[src/core/cbl_pkg.sv]
// package of constants for the configuration byte loader
package cbl_pkg;
  localparam logic [7:0] CBL_UNPROG       = 8'hFF;
  localparam int         CBL_NBYTES       = 4;
  localparam logic [1:0] CBL_IDX_BOOT     = 2'h0;
  localparam logic [1:0] CBL_IDX_DFBASE   = 2'h1;
  localparam logic [1:0] CBL_IDX_BROWN    = 2'h2;
  localparam logic [1:0] CBL_IDX_CLOCK    = 2'h3;
  localparam int         CBL_BIT_BOOT     = 7;
  localparam int         CBL_BIT_TBLRD    = 2;
  localparam int         CBL_BIT_LOCK     = 1;
  localparam int         CBL_BIT_DFN      = 0;
  localparam int         CBL_BIT_BOD_ON   = 7;
  localparam int         CBL_BIT_LVL_HI   = 6;
  localparam int         CBL_BIT_LVL_LO   = 5;
  localparam int         CBL_BIT_BOD_RST  = 4;
  localparam logic [7:0] CBL_RSV_MASK0    = 8'h78;
  localparam logic [7:0] CBL_RSV_MASK2    = 8'h0F;
  localparam logic [7:0] CBL_BASE_NONE    = 8'h00;
  localparam logic [7:0] CBL_LOCKED_DATA  = 8'hFF;
  localparam logic [1:0] CBL_LOAD_CYCLES  = 2'h2;
  typedef enum logic [1:0] {
    CBL_ST_RESET = 2'b00,
    CBL_ST_LOAD  = 2'b01,
    CBL_ST_RUN   = 2'b11
  } cbl_state_t;
endpackage

[src/core/cbl_config_byte_loader.sv]
// configuration byte store and reset-time loader into control bits
// ****************************************************************
// Notes on behaviour
// - after reset copy each config bit with a control twin into it
// - software reset reloads config bytes 0 to 2 except boot-block selection
// - four eight-bit config bytes, all ones when unprogrammed
// - byte 0 bit 7 picks boot block: 1 application, 0 loader
// - byte 0 bit 2 low blocks external-code table reads of internal code
// - byte 0 bit 1 low makes programmer reads of code blocks return FFH
// - config bytes readable when locked; locked refuses single erase/program
// - whole-chip erase clears lock by erasing all four config bytes; an ISP-mode erase of byte 0 clears it too
// - lock does not change in-system programming
// - byte 0 bit 0: 1 no data flash, 0 data flash shares 64k
// - byte 1 is data-flash start high byte, used only when enabled
// - start high byte 00H means no internal application, run external
// - byte 2 bit 7 enables brown-out detection
// - byte 2 bits 6:5 pick threshold 2.2V 2.7V 3.8V 4.5V
// - byte 2 bit 4 lets brown-out assert system reset
// - software may change control copies; non-reloading resets keep them
// - boot select control loads inverted config bit except on software reset
// ****************************************************************
`timescale 1ns/1ns
module cbl_config_byte_loader
  import cbl_pkg::*;
(
  input  wire logic       clk,
  input  wire logic       rstn,
  // reset request sources
  input  wire logic       por_reset,
  input  wire logic       sw_reset,
  // nonvolatile side: programmer or in-system programming
  input  wire logic       nv_wr,
  input  wire logic       nv_erase,
  input  wire logic       chip_erase,
  input  wire logic       isp_mode,
  input  wire logic [1:0] nv_idx,
  input  wire logic [7:0] nv_wdata,
  output logic      [7:0] nv_rdata,
  output logic            nv_refused,
  // programmer read path of code memory
  input  wire logic [7:0] prog_mem_data,
  output logic      [7:0] prog_read_data,
  // control-bit copies, software side
  input  wire logic       ctl_wr,
  input  wire logic [1:0] ctl_idx,
  input  wire logic [7:0] ctl_wdata,
  output logic      [7:0] ctl_rdata,
  // decoded controls
  output logic            cpu_reset_hold,
  output logic            boot_select_ctl,
  output logic            table_read_restrict,
  output logic            chip_locked,
  output logic            data_flash_present_n,
  output logic      [7:0] data_flash_base_high_copy,
  output logic            no_internal_app,
  output logic            brownout_detect_on,
  output logic      [1:0] brownout_level,
  output logic            brownout_reset_on,
  input  wire logic       brownout_event,
  output logic            brownout_sys_reset
);

  // ****************************************************************
  // reset release
  // ****************************************************************
  logic rst_meta_q;
  logic rst_sync_n_q;

  // two-stage release of the asynchronous reset
  always_ff @(posedge clk or negedge rstn) begin
    if (!rstn) begin
      rst_meta_q   <= 1'b0;
      rst_sync_n_q <= 1'b0;
    end else begin
      rst_meta_q   <= 1'b1;
      rst_sync_n_q <= rst_meta_q;
    end
  end

  // ****************************************************************
  // nonvolatile configuration bytes
  // ****************************************************************
  // power-up contents start unprogrammed and survive every reset
  logic [7:0] nv_q [CBL_NBYTES] = '{default: CBL_UNPROG};
  logic [7:0] nv_d [CBL_NBYTES];
  logic       refused_q;
  logic       refused_d;
  logic [7:0] rdata_q;
  logic [7:0] rdata_d;

  // reserved positions forced unprogrammed on the stored copy
  function automatic logic [7:0] keep_rsv(logic [1:0] idx, logic [7:0] v);
    logic [7:0] m;
    m = 8'h00;
    if (idx == CBL_IDX_BOOT) begin
      m = CBL_RSV_MASK0;
    end else if (idx == CBL_IDX_BROWN) begin
      m = CBL_RSV_MASK2;
    end
    return v | m;
  endfunction

  // index 3 of the control window is the boot select bit
  function automatic logic is_boot_slot(logic [1:0] idx);
    return idx == CBL_IDX_CLOCK;
  endfunction

  // lock is byte 0 bit 1 low
  assign chip_locked = ~nv_q[CBL_IDX_BOOT][CBL_BIT_LOCK];

  // program, erase and whole-chip erase of the config store
  always_comb begin
    // hold every byte unless a request changes it
    for (int i = 0; i < CBL_NBYTES; i++) begin
      nv_d[i] = nv_q[i];
    end
    refused_d = 1'b0;
    rdata_d   = nv_q[nv_idx];
    // whole-chip erase wins over the lock
    if (chip_erase) begin
      for (int i = 0; i < CBL_NBYTES; i++) begin
        nv_d[i] = CBL_UNPROG;
      end
    end else if ((nv_wr || nv_erase) && chip_locked && !isp_mode) begin
      refused_d = 1'b1;
    end else if (nv_erase) begin
      nv_d[nv_idx] = CBL_UNPROG;
    end else if (nv_wr) begin
      // flash programming only clears bits
      nv_d[nv_idx] = keep_rsv(nv_idx, nv_q[nv_idx] & nv_wdata);
    end
  end

  // storage keeps contents across resets, so no reset here
  always_ff @(posedge clk) begin
    for (int i = 0; i < CBL_NBYTES; i++) begin
      nv_q[i] <= nv_d[i];
    end
    refused_q <= refused_d;
    rdata_q   <= rdata_d;
  end

  // store read data and refusal, both one cycle late
  assign nv_rdata   = rdata_q;
  assign nv_refused = refused_q;

  // ****************************************************************
  // programmer read path of code memory
  // ****************************************************************
  logic [7:0] pread_q;
  logic [7:0] pread_d;

  // locked chip shows all ones to the programmer
  always_comb begin
    pread_d = chip_locked ? CBL_LOCKED_DATA : prog_mem_data;
  end

  // registered read data, all ones until reset ends
  always_ff @(posedge clk or negedge rst_sync_n_q) begin
    if (!rst_sync_n_q) begin
      pread_q <= CBL_LOCKED_DATA;
    end else begin
      pread_q <= pread_d;
    end
  end

  assign prog_read_data = pread_q;

  // ****************************************************************
  // load sequencer and control copies
  // ****************************************************************
  // sequencer state, load counter, copies and boot select
  cbl_state_t st_q;
  cbl_state_t st_d;
  logic [1:0] cnt_q;
  logic [1:0] cnt_d;
  logic       por_seen_q;
  logic       por_seen_d;
  logic [7:0] cp_q [3];
  logic [7:0] cp_d [3];
  logic       bs_q;
  logic       bs_d;
  logic       rst_req;

  // any reset request while running restarts the load
  assign rst_req = por_reset || sw_reset;

  // sequencer: hold cpu in reset until copies are loaded
  always_comb begin
    // hold everything by default
    st_d       = st_q;
    cnt_d      = cnt_q;
    por_seen_d = por_seen_q;
    for (int i = 0; i < 3; i++) begin
      cp_d[i] = cp_q[i];
    end
    bs_d = bs_q;
    case (st_q)
      CBL_ST_RESET: begin
        // first cycle after reset arms the load counter
        st_d  = CBL_ST_LOAD;
        cnt_d = CBL_LOAD_CYCLES;
      end
      CBL_ST_LOAD: begin
        // copy the store into the control bits
        for (int i = 0; i < 3; i++) begin
          cp_d[i] = nv_q[i];
        end
        // boot select reloads only on a full reset
        if (por_seen_q) begin
          bs_d = ~nv_q[CBL_IDX_BOOT][CBL_BIT_BOOT];
        end
        // count down the load cycles
        cnt_d = cnt_q - 2'h1;
        if (cnt_q == 2'h1) begin
          st_d       = CBL_ST_RUN;
          por_seen_d = 1'b0;
        end
      end
      CBL_ST_RUN: begin
        // software owns the copies while running
        if (ctl_wr) begin
          if (is_boot_slot(ctl_idx)) begin
            bs_d = ctl_wdata[0];
          end else begin
            cp_d[ctl_idx] = ctl_wdata;
          end
        end
        // only a full reset request reloads boot select
        if (rst_req) begin
          st_d       = CBL_ST_LOAD;
          cnt_d      = CBL_LOAD_CYCLES;
          por_seen_d = por_reset;
        end
      end
      default: begin
        st_d = CBL_ST_RESET;
      end
    endcase
  end

  // a pin reset counts as a full reset that also reloads boot select
  always_ff @(posedge clk or negedge rst_sync_n_q) begin
    if (!rst_sync_n_q) begin
      st_q       <= CBL_ST_RESET;
      cnt_q      <= 2'h0;
      por_seen_q <= 1'b1;
      for (int i = 0; i < 3; i++) begin
        cp_q[i] <= CBL_UNPROG;
      end
      bs_q <= 1'b0;
    end else begin
      st_q       <= st_d;
      cnt_q      <= cnt_d;
      por_seen_q <= por_seen_d;
      for (int i = 0; i < 3; i++) begin
        cp_q[i] <= cp_d[i];
      end
      bs_q <= bs_d;
    end
  end

  // software read of copies; index 3 shows boot select
  always_comb begin
    ctl_rdata = 8'h00;
    if (is_boot_slot(ctl_idx)) begin
      ctl_rdata = {7'h00, bs_q};
    end else begin
      ctl_rdata = cp_q[ctl_idx];
    end
  end

  // ****************************************************************
  // decoded controls from the copies
  // ****************************************************************
  // cpu held while the copies load; boot select from its own bit
  assign cpu_reset_hold       = (st_q != CBL_ST_RUN);
  assign boot_select_ctl      = bs_q;

  // security and data-flash controls from copy 0
  assign table_read_restrict  = ~cp_q[0][CBL_BIT_TBLRD];
  assign data_flash_present_n = cp_q[0][CBL_BIT_DFN];
  // base is meaningful only with data flash present
  assign data_flash_base_high_copy =
    cp_q[0][CBL_BIT_DFN] ? CBL_UNPROG : cp_q[1];

  // no application space when the data flash starts at zero
  assign no_internal_app      = ~cp_q[0][CBL_BIT_DFN] &&
                                (cp_q[1] == CBL_BASE_NONE);

  // brown-out detection, level and reset enable from copy 2
  assign brownout_detect_on   = cp_q[2][CBL_BIT_BOD_ON];
  assign brownout_level = {cp_q[2][CBL_BIT_LVL_HI],
                           cp_q[2][CBL_BIT_LVL_LO]};
  assign brownout_reset_on    = cp_q[2][CBL_BIT_BOD_RST];
  // a brown-out resets the system only when both enables are set
  assign brownout_sys_reset   = brownout_event && brownout_detect_on &&
                                brownout_reset_on;

endmodule // cbl_config_byte_loader

[config.mk]
export PLATFORM = sky130hd
export DESIGN_NAME = cbl_config_byte_loader
export DESIGN_NICKNAME = d
export VERILOG_FILES = /design/src/core/cbl_pkg.sv /design/src/core/cbl_config_byte_loader.sv
export SDC_FILE = /design/constraint.sdc
export NUM_CORES = 1
export LEC_CHECK = 0
export BUFFER_PORTS_ARGS = -buffer_cell sky130_fd_sc_hd__buf_2
export CORE_MARGIN = 2
export CORE_UTILIZATION = 45
export DETAILED_ROUTE_END_ITERATION = 16
export GPL_TIMING_DRIVEN = 0
export HOLD_SLACK_MARGIN = 0.08
export PLACE_DENSITY = 0.79
export SLEW_MARGIN = 20
export SYNTH_ARGS = -nofsm -noshare
export SYNTH_HDL_FRONTEND = slang
export SYNTH_SLANG_ARGS = --single-unit
[constraint.sdc]
create_clock -name clk -period 1.65 [get_ports clk]
set_input_delay 0.33 -clock clk [delete_from_list [all_inputs] [get_ports clk]]
set_output_delay 0.33 -clock clk [all_outputs]
set_load 0.05 [all_outputs]
# Word level (Yosys, flattened, before mapping)

Memory sizes are Yosys's and may differ from the RTL's.
Index checks and enable logic that the tools add are counted.

Latch bits: 0
Input bits: 38
Bits in registers: 49
Memories kept: 1
ROM bits: 0
Output and inout port bits: 44
RAM bits: 32

Muxes and demuxes: 38
$add $sub $neg: 1
Equal/unequal tests: 12
Bitwise gates (word level): 9
Div/mod/pow operators: 0
Shifts and indexed selects: 0
Reductions and logical operators: 20
$mul: 0
$lt $le $gt $ge: 4

Memory list:

| name | words | width | rd ports | clocked after memory_dff | write ports | RTL line                     | source |
|---|---|---|---|---|---|---|---|
| nv_q | 4     | 8     | 5        | 0                        | 4           | cbl_config_byte_loader.sv:84 | `logic [7:0] nv_q [CBL_NBYTES] = '{default: CBL_UNPROG};` |

Operators with widths:

| operator                                                                      | number |
|---|---|
| 32-bit 2-to-1 mux                                                             | 4 |
| 8-bit 2-to-1 mux                                                              | 11 |
| 24-bit 2-to-1 mux                                                             | 2 |
| 24-bit case mux with 2 select lines                                           | 1 |
| 32-bit bitwise mux                                                            | 1 |
| 8-bit demux with 2-bit select                                                 | 2 |
| 32-bit bitwise OR                                                             | 1 |
| 24-bit bitwise mux                                                            | 1 |
| 8-bit binary-select mux with 2-bit select                                     | 1 |
| 2-bit inequality test (second input constant)                                 | 7 |
| 2-bit case mux with 3 select lines                                            | 2 |
| 8-bit bitwise AND                                                             | 1 |
| 8-bit logical NOT                                                             | 1 |
| 8-bit bitwise OR                                                              | 1 |
| 1-bit logical AND                                                             | 7 |
| 7-bit 2-to-1 mux                                                              | 1 |
| 2-bit equality test (second input constant)                                   | 3 |
| 3-bit >= comparator (second input constant)                                   | 2 |
| 3-bit by 1-bit less-than comparator with 1-bit output (second input constant) | 2 |
| 1-bit 2-to-1 mux                                                              | 6 |
| 2-bit 2-to-1 mux                                                              | 3 |
| 2-bit NOT with 3-bit output                                                   | 2 |
| 3-bit AND reduction                                                           | 2 |
| 2-bit by 1-bit equality test with 1-bit output (second input constant)        | 2 |
| other kinds (11)                                                              | 18 |

# Logic depth before layout (Yosys ltp)

Gate-level depths: netlist of run 1.

Depth after elaboration: 13
Depth in mapped cells: 6
Gate-level depth less buffers: 4

# Least setup slack after synthesis of run 1

OpenSTA, ideal clock, no wires.

Path type: register to output
Start point: reg cp_q (netlist bit data_flash_present_n)
End point: out no_internal_app
Cell stages (with the launch flop): 4
Slack: -0.799 ns
Data arrival time: 2.119 ns
Path through: dfstp_2 -> clkinv_1 -> nand2_1 -> nor3_1

Word-level cells in the longest chain between the ends: 2

RTL lines:

| element                           | RTL line                      | source |
|---|---|---|
| from (decl)                       | cbl_config_byte_loader.sv:179 | `logic [7:0] cp_q [3];` |
| from (signal, indexed assignment) | cbl_config_byte_loader.sv:257 | `cp_q[i] <= cp_d[i];` |
| 1-bit NOT                         | cbl_config_byte_loader.sv:288 | `assign no_internal_app = ~cp_q[0][CBL_BIT_DFN] &&` |
| 1-bit logical AND                 | cbl_config_byte_loader.sv:288 |  |
| to (decl)                         | cbl_config_byte_loader.sv:55  | `output logic no_internal_app,` |

Every way passes these cells.

# Worst setup path in the final report of run 1

Start point: reg bs_q, in the netlist boot_select_ctl
End point: out ctl_rdata[0]

Word-level cells in the longest chain between the ends: 1

RTL lines:

| element                | RTL line                      | source |
|---|---|---|
| from (decl)            | cbl_config_byte_loader.sv:181 | `logic bs_q;` |
| from (signal assigned) | cbl_config_byte_loader.sv:259 | `bs_q <= bs_d;` |
| 8-bit 2-to-1 mux       | cbl_config_byte_loader.sv:266 | `if (is_boot_slot(ctl_idx)) begin` |
| to (decl)              | cbl_config_byte_loader.sv:47  | `output logic [7:0] ctl_rdata,` |

Every way passes these cells.

==> results.py, run 1 <==
metrics = {
    "clock_tree": {
        "cts_tree": "yes",
        "root_buffer": "clkbuf_8",
        "cts.clk_slew.worst_paths_ns": 0.08,
        "count_of_clock_tree_sinks": 81,
        "cts_inserted_buffers": 9,
        "cts_buffer_depth": 2,
        "clock_insertion_delay_worst_skew_ns": 0.35,
        "h_tree_level_count": 3,
    },
    "grt": {
        "global_route.usage.met2": 0.344,
        "antenna_found_initial": 0,
        "grt_pass1_vias": 3119,
        "grt_first_pass_wirelength_um": 15600,
        "grt_util_met3": 0.0450,
        "final_global_route_overflow_total": 0,
        "pin_count_of_the_biggest_net_entering_global_routing": 34,
        "groute.usage.overall": 0.219,
        "grt.busiest_layer": "met2",
        "globalRouteMet1Util": 0.303,
    },
    "critical_path": {
        "critical_path.endpoint_type": "output port",
        "critPathMaxFanout": 2,
        "criticalPathCategory": "reg2out",
        "timing.reg2reg.setup_slack_ns": 0.14,
        "critPathLaunchType": "flop",
        "cp.required_ns": 1.32,
        "signal_arrival_time_at_the_worst_endpoint_ns": 1.41,
    },
    "synthesis": {
        "synth.net_count": 430,
        "number_of_synthesized_flops_with_an_enable_pin": 0,
        "synth-seq-area-share": 0.484,
        "syn-cell-area_um2": 3850,
        "yosysUniqueCellTypes": 48,
        "synth-main-ff-cell": "dfxtp_1",
        "yosys_warnings": 0,
        "synthArstFlopShare": 0.494,
        "syn-mean-instance-area_um2": 9.84,
        "ys_seq_elements": 81,
        "synthCells": 391,
    },
    "placed_design": {
        "finalWeightedCongestion": 0.867,
        "post-place-cells": 575,
        "preCtsSetupSlack_ns": -0.459,
        "port_buffers": 78,
        "dp_hpwl_um": 7220,
    },
    "pwr": {
        "switching_power_mw": 2.42,
        "power_per_cell_area_nw_per_um2": 1310,
        "power.leakage_nw": 2.27,
        "power.sequential.fraction": 0.416,
        "p_sw_frac": 0.384,
        "cellInternalPower_mw": 3.88,
        "p_comb_frac": 0.382,
        "ir_drop_mv": 0.490,
        "clock_power_share": 0.202,
    },
    "timing": {
        "final_hold_viol_count": 0,
        "setup_ws_ns": -0.0881,
        "number_of_failing_setup_endpoints_in_the_final_timing_report": 1,
        "setup_total_negative_slack_ns": -0.0881,
        "fin_skew_ns": 0.0104,
        "finalWorstPathRequiredPeriod_ns": 1.74,
        "rsz0062_at_grt": "true",
        "max_slew_margin": 0.611,
        "fmaxAchievable_ghz": 0.575,
        "worstMarginPinSlew_ns": 0.579,
        "finalCritPeriodShare": 1.05,
        "slew_viol_final": 0,
    },
    "layout": {
        "syn2layout_area_growth_pct": 25.0,
        "finish.utilization": 0.582,
        "layout_common_cells": "66 x buf_2, 40 x dfxtp_1, 37 x mux2i_1",
        "num_antenna_cells": 0,
        "fin_cells": 598,
        "nets": 527,
        "commonest_non_fill_non_tap_cell_in_the_layout": "buf_2",
        "proportion_of_layout_cells_with_a_drive_suffix_above_1": 0.379,
    },
    "run_status": {
        "failed_checks": "negative setup slack",
        "outcome": "finished with violations",
    },
    "die": {
        "dieHeight_um": 96.5,
        "placeableCoreArea_um2": 8260,
        "initial_utilization": 0.466,
        "fp.dieArea_um2": 9300,
        "io-pin-count": 82,
        "placement_rows": 33,
        "die_x_um": 96.5,
    },
    "routing": {
        "dr_total_vias": 3357,
        "wl_um": 10100,
        "first_iter_violations": 178,
        "firstDrtPassIters": 6,
        "drc": 0,
        "drtAntennaViolNets": 0,
        "route.detailed.wl_per_inst_um": 16.8,
        "via_per_inst": 5.61,
    },
    "min_path": {
        "worstHoldPathType": "reg2async",
    },
    "job": {
        "max_cap_violations": 0,
    },
}
## cells by family after synthesis
family                   Yosys count  share of synthesized area
AND/OR/NAND/NOR                  110                      0.148
other                              1                   0.000975
AO/OA/AOI/OAI                     90                      0.158
flip-flops                        81                      0.484
adder cells (fa/ha/maj)            1                    0.00325
multiplexers                      50                      0.140
buffers and inverters             58                     0.0651
## registers in the layout, indices dropped and copies added, names as in the netlist, 2 cells and up
name,flops
st_q,2
cp_q,19
nv_q,32
prog_read_data,8
brownout_level,2
cnt_q,2
nv_rdata,8
## cell type report
class                           instances  area, µm²
Tap cell                              105        131
Clock inverter                          3       17.5
Multi-Input combinational cell        252       1800
Clock buffer                           13        149
Inverter                               30        118
Buffer                                 27        144
Fill cell                             706       3450
Timing Repair Buffer                   86        577
Timing Repair inverter                  1       5.00
Sequential cell                        81       1870
## repair_timing
action                                  CTS  global route
gates resized for setup                  44            23
gates cloned                              0             1
pin swaps                                 2             2
buffers inserted                          3             3
hold buffers                              1             0
endpoints found under the hold margin     2             0
endpoints found under the setup margin   31            30
## cell usage after synthesis (8+ instances only)
master      n  area, µm²
and3_1     13       81.3
dfstp_2    33        867
a21oi_1    28        140
a2111oi_0   8       70.1
nor2_1     29        109
mux2i_1    37        370
clkbuf_1   14       52.6
nand2b_1   14       87.6
inv_1      28        105
dfxtp_1    41        821
buf_2       8       40.0
nand3_1    13       65.1
o21ai_0    14       70.1
mux2_2     11        124
nand2_1    19       71.3
## path summary, 6_finish.rpt
check,startpoint,endpoint,depth (start not counted)
min in group clk,prog_mem_data[0],prog_read_data[0],2
min,rst_sync_n_q,cnt_q[1],0
max in group asynchronous,rst_sync_n_q,prog_read_data[1],1
max reg2reg,st_q[0],cnt_q[0],5
max,boot_select_ctl,ctl_rdata[0],2
min reg2reg,rst_sync_n_q,cnt_q[1],0
## worst max-delay path: stages, from the launching register on
cell	delay, ns
dfrtp_1	0.40
mux4_2	0.49
buf_6	0.17
## power groups by stage
stage	logic [mW]	clock network, mW	registers, mW
3_3_place_gp	2.07	0	2.63
4_1_cts	2.30	1.29	2.61
2_1_floorplan	1.46	0	2.79
5_1_grt	2.60	1.38	2.66
6_report	2.41	1.27	2.62
3_5_place_dp	2.14	0	2.64
## stage by stage
step / area, µm² / hold slack [ns] / total power [mW]
6_report: 4810 / 0.0984 / 6.30
5_1_grt: 4810 / 0.107 / 6.64
4_1_cts: 4720 / 0.0995 / 6.20
3_5_place_dp: 4400 / 0.0920 / 4.78
3_3_place_gp: 4380 / 0.116 / 4.70
2_1_floorplan: 3860 / 0.0344 / 4.25
## routing by layer
layer  share of wire  vias to the layer above
li1                -                     1589
met1            0.44                     1623
met2            0.48                      129
met3           0.064                       16
met4           0.015                        0
met5               0                        -
(Power assumes the default switching activity.)
==> run 2: changes to the inputs <==
Settings changed: SETUP_SLACK_MARGIN set to 0.4.
==> run 2 against run 1 <==
Compared with the run above: the run still ends with negative setup slack left; via count increased by 12%; sequential share of layout area decreased by 9.3 points; routed wire length increased by 34%; first-iteration DRC count increased by 16%; setup slack got worse by 0.078 ns; global-route usage increased by 5.7 points; clock power increased by 19%.
==> results.py, run 2 (same netlist as run 1, synthesis figures left out) <==
metrics = {
    "run_status": {
        "outcome": "finished with violations",
        "failed_checks": "negative setup slack",
    },
    "timing": {
        "finalCritPeriodShare": 1.10,
        "rsz0062_at_grt": "true",
        "setup_ws_ns": -0.166,
        "final_hold_viol_count": 0,
        "number_of_failing_setup_endpoints_in_the_final_timing_report": 13,
        "worst_hold_slack_after_final_layout_ns": 0.119,
        "fin_skew_ns": 0.0171,
        "setup_total_negative_slack_ns": -1.08,
        "finalWorstPathRequiredPeriod_ns": 1.82,
        "slew_viol_final": 0,
        "fmaxAchievable_ghz": 0.551,
        "worstMarginPinSlew_ns": 0.620,
        "max_slew_margin": 0.587,
    },
    "layout": {
        "layout_common_cells": "40 x dfxtp_1, 39 x buf_8, 35 x buf_2",
        "largestRegisters": "nv_q: 32 flops, cp_q: 19 flops",
        "num_antenna_cells": 0,
        "nets": 561,
        "largest-register": "nv_q",
        "final.fill_count": 453,
        "syn2layout_area_growth_pct": 65.1,
        "proportion_of_layout_cells_with_a_drive_suffix_above_1": 0.613,
        "commonest_non_fill_non_tap_cell_in_the_layout": "dfxtp_1",
        "largest_register_ff_count": 32,
    },
    "clock_tree": {
        "count_of_clock_tree_sinks": 81,
        "cts_buffer_depth": 2,
        "cts_tree": "yes",
        "cts.clk_slew.worst_paths_ns": 0.09,
        "cts_inserted_buffers": 9,
        "clock_insertion_delay_worst_skew_ns": 0.36,
        "h_tree_level_count": 3,
        "root_buffer": "clkbuf_8",
    },
    "die": {
        "fp.dieArea_um2": 9300,
        "placeableCoreArea_um2": 8260,
        "initial_utilization": 0.466,
        "io-pin-count": 82,
        "dieHeight_um": 96.5,
        "die_x_um": 96.5,
        "placement_rows": 33,
    },
    "grt": {
        "grt_util_met3": 0.0574,
        "groute.usage.overall": 0.277,
        "grt_pass1_vias": 3695,
        "grt_first_pass_wirelength_um": 19000,
        "antenna_found_initial": 0,
        "globalRouteMet1Util": 0.329,
        "grt.busiest_layer": "met2",
        "final_global_route_overflow_total": 0,
        "global_route.usage.met2": 0.471,
        "pin_count_of_the_biggest_net_entering_global_routing": 34,
    },
    "pwr": {
        "ir_drop_mv": 0.674,
        "power_per_cell_area_nw_per_um2": 1280,
        "total_power_mw": 8.12,
        "power.leakage_nw": 2.74,
    },
    "routing": {
        "drtAntennaViolNets": 0,
        "firstDrtPassIters": 5,
        "via_per_inst": 5.97,
        "route.detailed.wl_per_inst_um": 21.4,
        "first_iter_violations": 206,
        "dr_total_vias": 3772,
        "drc": 0,
        "wl_um": 13500,
    },
    "critical_path": {
        "criticalPathCategory": "reg2out",
        "worstReg2RegStart": "st_q[1]",
        "r2r_cells": 6,
        "reg2reg_to": "cp_q[21]",
        "critPathLaunchType": "flop",
        "signal_arrival_time_at_the_worst_endpoint_ns": 1.49,
        "critPathMaxFanout": 3,
        "critical_path.endpoint_type": "output port",
        "timing.reg2reg.setup_slack_ns": 0.02,
        "cp.required_ns": 1.32,
    },
    "min_path": {
        "worstHoldPathType": "reg2async",
    },
    "placed_design": {
        "dp_hpwl_um": 7570,
        "finalWeightedCongestion": 0.932,
        "port_buffers": 78,
    },
    "job": {
        "max_cap_violations": 0,
    },
}
==> run 2: worst max-delay path by stage <==
stage                              start         endpoint  slack (ns)  depth (start not counted)
CTS                 data_flash_present_n     ctl_rdata[0]       -0.17                          2
global route                    cp_q[12]  no_internal_app       -0.20                          4
global placement              ctl_idx[1]     ctl_rdata[2]       -0.09                          6
detailed placement            ctl_idx[1]     ctl_rdata[5]       -0.12                          6
finish              data_flash_present_n     ctl_rdata[0]       -0.17                          2
floorplan           data_flash_present_n     ctl_rdata[0]        0.16                          1
==> run 2: layer usage <==
metal,wire [µm],vias to the layer above
met5,0,-
met2,7080,205
met4,664,0
met1,4950,1856
met3,832,46
li1,-,1665
==> run 2: critical path, cell delays in order, from the launching register on <==
cell and delay (ns):
dfstp_4 0.49, mux4_2 0.47, buf_6 0.17
==> run 2: final cells by class <==
| type | count | area (µm²) | area share |
|---|---|---|---|
| Multi-Input combinational cell | 252 | 2520 | 0.396 |
| Sequential cell | 81 | 1870 | 0.295 |
| Timing Repair Buffer | 119 | 1200 | 0.188 |
| Buffer | 28 | 289 | 0.0455 |
| Clock buffer | 10 | 138 | 0.0217 |
| Tap cell | 105 | 131 | 0.0207 |
| Inverter | 30 | 128 | 0.0201 |
| Clock inverter | 6 | 67.6 | 0.0106 |
| Timing Repair inverter | 1 | 8.76 | 0.00138 |
==> run 2: power breakdown <==
group	leakage [nW]	switching (mW)	internal, mW
Clock	0.0985	0.766	0.743
Combinational	1.88	2.11	1.79
Sequential	0.760	0.283	2.43
Total	2.74	3.16	4.96
==> run 2: metrics by stage <==
step                instance area (µm²)  utilization  setup slack (ns)  std cells
global route                       6350        0.769            -0.199        632
floorplan                          4210            -             0.158        391
CTS                                6000        0.727            -0.171        618
detailed placement                 4750        0.576            -0.115        575
global placement                   4730        0.573           -0.0882        574
finish                             6350        0.769            -0.166        632
==> run 2: timing repair <==
item                                    in CTS  in global routing
endpoints found under the setup margin     102                 94
gates resized for setup                    209                 60
pin swaps                                   29                 26
hold buffers                                 1                  0
setup buffers                               24                 14
hold endpoints to repair                     2                  0
cloned                                       2                  0
==> run 3: changes to the inputs <==
Settings changed: ABC_CLOCK_PERIOD_IN_PS set to 1650, PLACE_DENSITY 0.79 to 0.77, REMOVE_ABC_BUFFERS set to 1.
==> run 3 against run 2 <==
Compared with the run above: the flow still finishes with violations (negative setup slack); count of clock-buffer cells in the layout rose by 2; sequential power is essentially flat; first-iteration DRC count down 4.9%; combinational power is 11% lower; setup slack improved by 0.042 ns; clock skew shrank 0.0022 ns; total power decreased by 5.5%; critical path depth rose by 2; routed wire length fell by 1.0%; via count down 2.7%; global-route usage is 2.4 points lower; maximum frequency is 2.4% higher.
==> results.py, run 3 (same netlist as run 1, synthesis figures left out) <==
metrics = {
    "run_status": {
        "outcome": "finished with violations",
        "failed_checks": "negative setup slack",
    },
    "layout": {
        "largest_register_ff_count": 32,
        "fin_cells": 621,
        "num_antenna_cells": 0,
        "nets": 550,
        "largestRegisters": "nv_q: 32 flops, cp_q: 19 flops",
        "proportion_of_layout_cells_with_a_drive_suffix_above_1": 0.539,
        "finish.utilization": 0.723,
        "layout_common_cells": "40 x buf_6, 40 x dfxtp_1, 33 x dfstp_2, 33 x buf_2, 32 x mux2i_1",
        "largest-register": "nv_q",
        "syn2layout_area_growth_pct": 55.2,
    },
    "timing": {
        "max_slew_margin": 0.652,
        "fin_skew_ns": 0.0149,
        "setup_ws_ns": -0.124,
        "fmaxAchievable_ghz": 0.564,
        "worst_hold_slack_after_final_layout_ns": 0.107,
        "worstMarginPinSlew_ns": 0.519,
        "finalWorstPathRequiredPeriod_ns": 1.77,
        "number_of_failing_setup_endpoints_in_the_final_timing_report": 17,
        "rsz0062_at_grt": "true",
        "slew_viol_final": 0,
        "finalCritPeriodShare": 1.08,
        "final_hold_viol_count": 0,
    },
    "critical_path": {
        "critPathMaxFanout": 3,
        "critical_path.endpoint_type": "output port",
        "criticalPathCategory": "reg2out",
        "cp.required_ns": 1.32,
        "critPathLaunchType": "flop",
        "signal_arrival_time_at_the_worst_endpoint_ns": 1.44,
        "critical-path-max-stage-delay_ns": 0.38,
        "r2r_cells": 5,
        "slowest_library_cell_on_the_worst_path": "dfstp_2",
        "crit_chain": "inv_1, nand3_1, nor3_2, buf_6",
    },
    "routing": {
        "first_iter_violations": 196,
        "firstDrtPassIters": 5,
        "drc": 0,
        "route.detailed.wl_per_inst_um": 21.6,
        "dr_total_vias": 3672,
        "drtAntennaViolNets": 0,
        "wl_um": 13400,
        "via_per_inst": 5.91,
    },
    "min_path": {
        "worstHoldPathType": "reg2async",
    },
    "die": {
        "placeableCoreArea_um2": 8260,
        "placement_rows": 33,
        "dieHeight_um": 96.5,
        "io-pin-count": 82,
        "die_x_um": 96.5,
        "fp.dieArea_um2": 9300,
        "initial_utilization": 0.466,
    },
    "pwr": {
        "power_per_cell_area_nw_per_um2": 1290,
        "ir_drop_mv": 0.515,
        "power.leakage_nw": 2.67,
    },
    "placed_design": {
        "finalWeightedCongestion": 0.811,
        "port_buffers": 81,
        "dp_hpwl_um": 6540,
        "post-place-cells": 553,
    },
    "clock_tree": {
        "clock_insertion_delay_worst_skew_ns": 0.37,
        "cts_tree": "yes",
        "cts_buffer_depth": 2,
        "root_buffer": "clkbuf_8",
        "cts_inserted_buffers": 9,
        "h_tree_level_count": 3,
        "cts.clk_slew.worst_paths_ns": 0.09,
        "count_of_clock_tree_sinks": 81,
    },
    "grt": {
        "grt_first_pass_wirelength_um": 17500,
        "pin_count_of_the_biggest_net_entering_global_routing": 37,
        "grt_pass1_vias": 3414,
        "final_global_route_overflow_total": 0,
        "groute.usage.overall": 0.253,
        "antenna_found_initial": 0,
    },
    "job": {
        "max_cap_violations": 0,
    },
}
[run 3: cell count changes in the layout (fill, tap and decap cells not counted), moves of 7 or more]
cell and delta:
buf_6 +11, a21oi_1 +16, and3_1 +7, o21ai_4 -7, a21oi_2 -13, buf_8 -13
and3_4 -7, nand2_1 +7, nand2_2 -8
[run 3: cell type report]
class                      instances  area [µm²]
sequential                        81        1880
fill                             521        2290
timing repair inverter             1        8.76
clock inverter                     4        52.6
timing repair buffer             134        1320
tap                              105         131
multi-input combinational        254        2300
inverter                          30         129
clock buffer                      12         145
[run 3: per-layer routing]
metal	global-route usage	wire [µm]	share of wire
met5	0	0	0
met3	0.0621	940	0.070
met2	0.424	6950	0.52
met4	0.0974	326	0.024
met1	0.314	5170	0.39
[run 3: repair_timing]
| item | CTS | global route |
|---|---|---|
| endpoints found under the hold margin | 2 | 0 |
| setup buffers | 23 | 25 |
| pin swaps | 17 | 32 |
| resized for setup | 202 | 83 |
| hold buffers | 1 | 0 |
| endpoints found under the setup margin | 104 | 93 |
| gates cloned | 1 | 2 |
[run 3: final timing paths]
path	slack (ns)	endpoint	from
max in group asynchronous	1.04	cp_q[3]	rst_sync_n_q
min in group clk	0.14	prog_read_data[1]	prog_mem_data[1]
setup / recovery	-0.12	no_internal_app	cp_q[12]
hold / removal	0.11	st_q[0]	rst_sync_n_q
setup reg to reg	0.08	brownout_reset_on	st_q[1]
hold reg to reg	0.11	st_q[0]	rst_sync_n_q
[run 3: worst max-delay path: cells and delay by family (launching register included)]
family | cells | cell delay, ns
flops | 1 | 0.38
simple gates | 2 | 0.38
buf+inv | 2 | 0.33
[run 3: per-stage QoR]
stage          power, mW  instance area (µm²)  TNS [ns]  worst slack [ns]
2_1_floorplan       4.15                 3710     -8.83            -0.799
3_3_place_gp        4.63                 4250    -34.25            -0.995
3_5_place_dp        4.71                 4290    -24.55            -0.849
4_1_cts             6.93                 5380    -0.338           -0.0842
5_1_grt             7.94                 5970     -1.51            -0.172
6_report            7.67                 5970    -0.833            -0.124
[run 3: where the power goes]
part	switching, mW	internal [mW]	leakage (nW)
Sequential	0.275	2.43	0.761
Clock	0.756	0.742	0.0888
Combinational	1.97	1.49	1.82
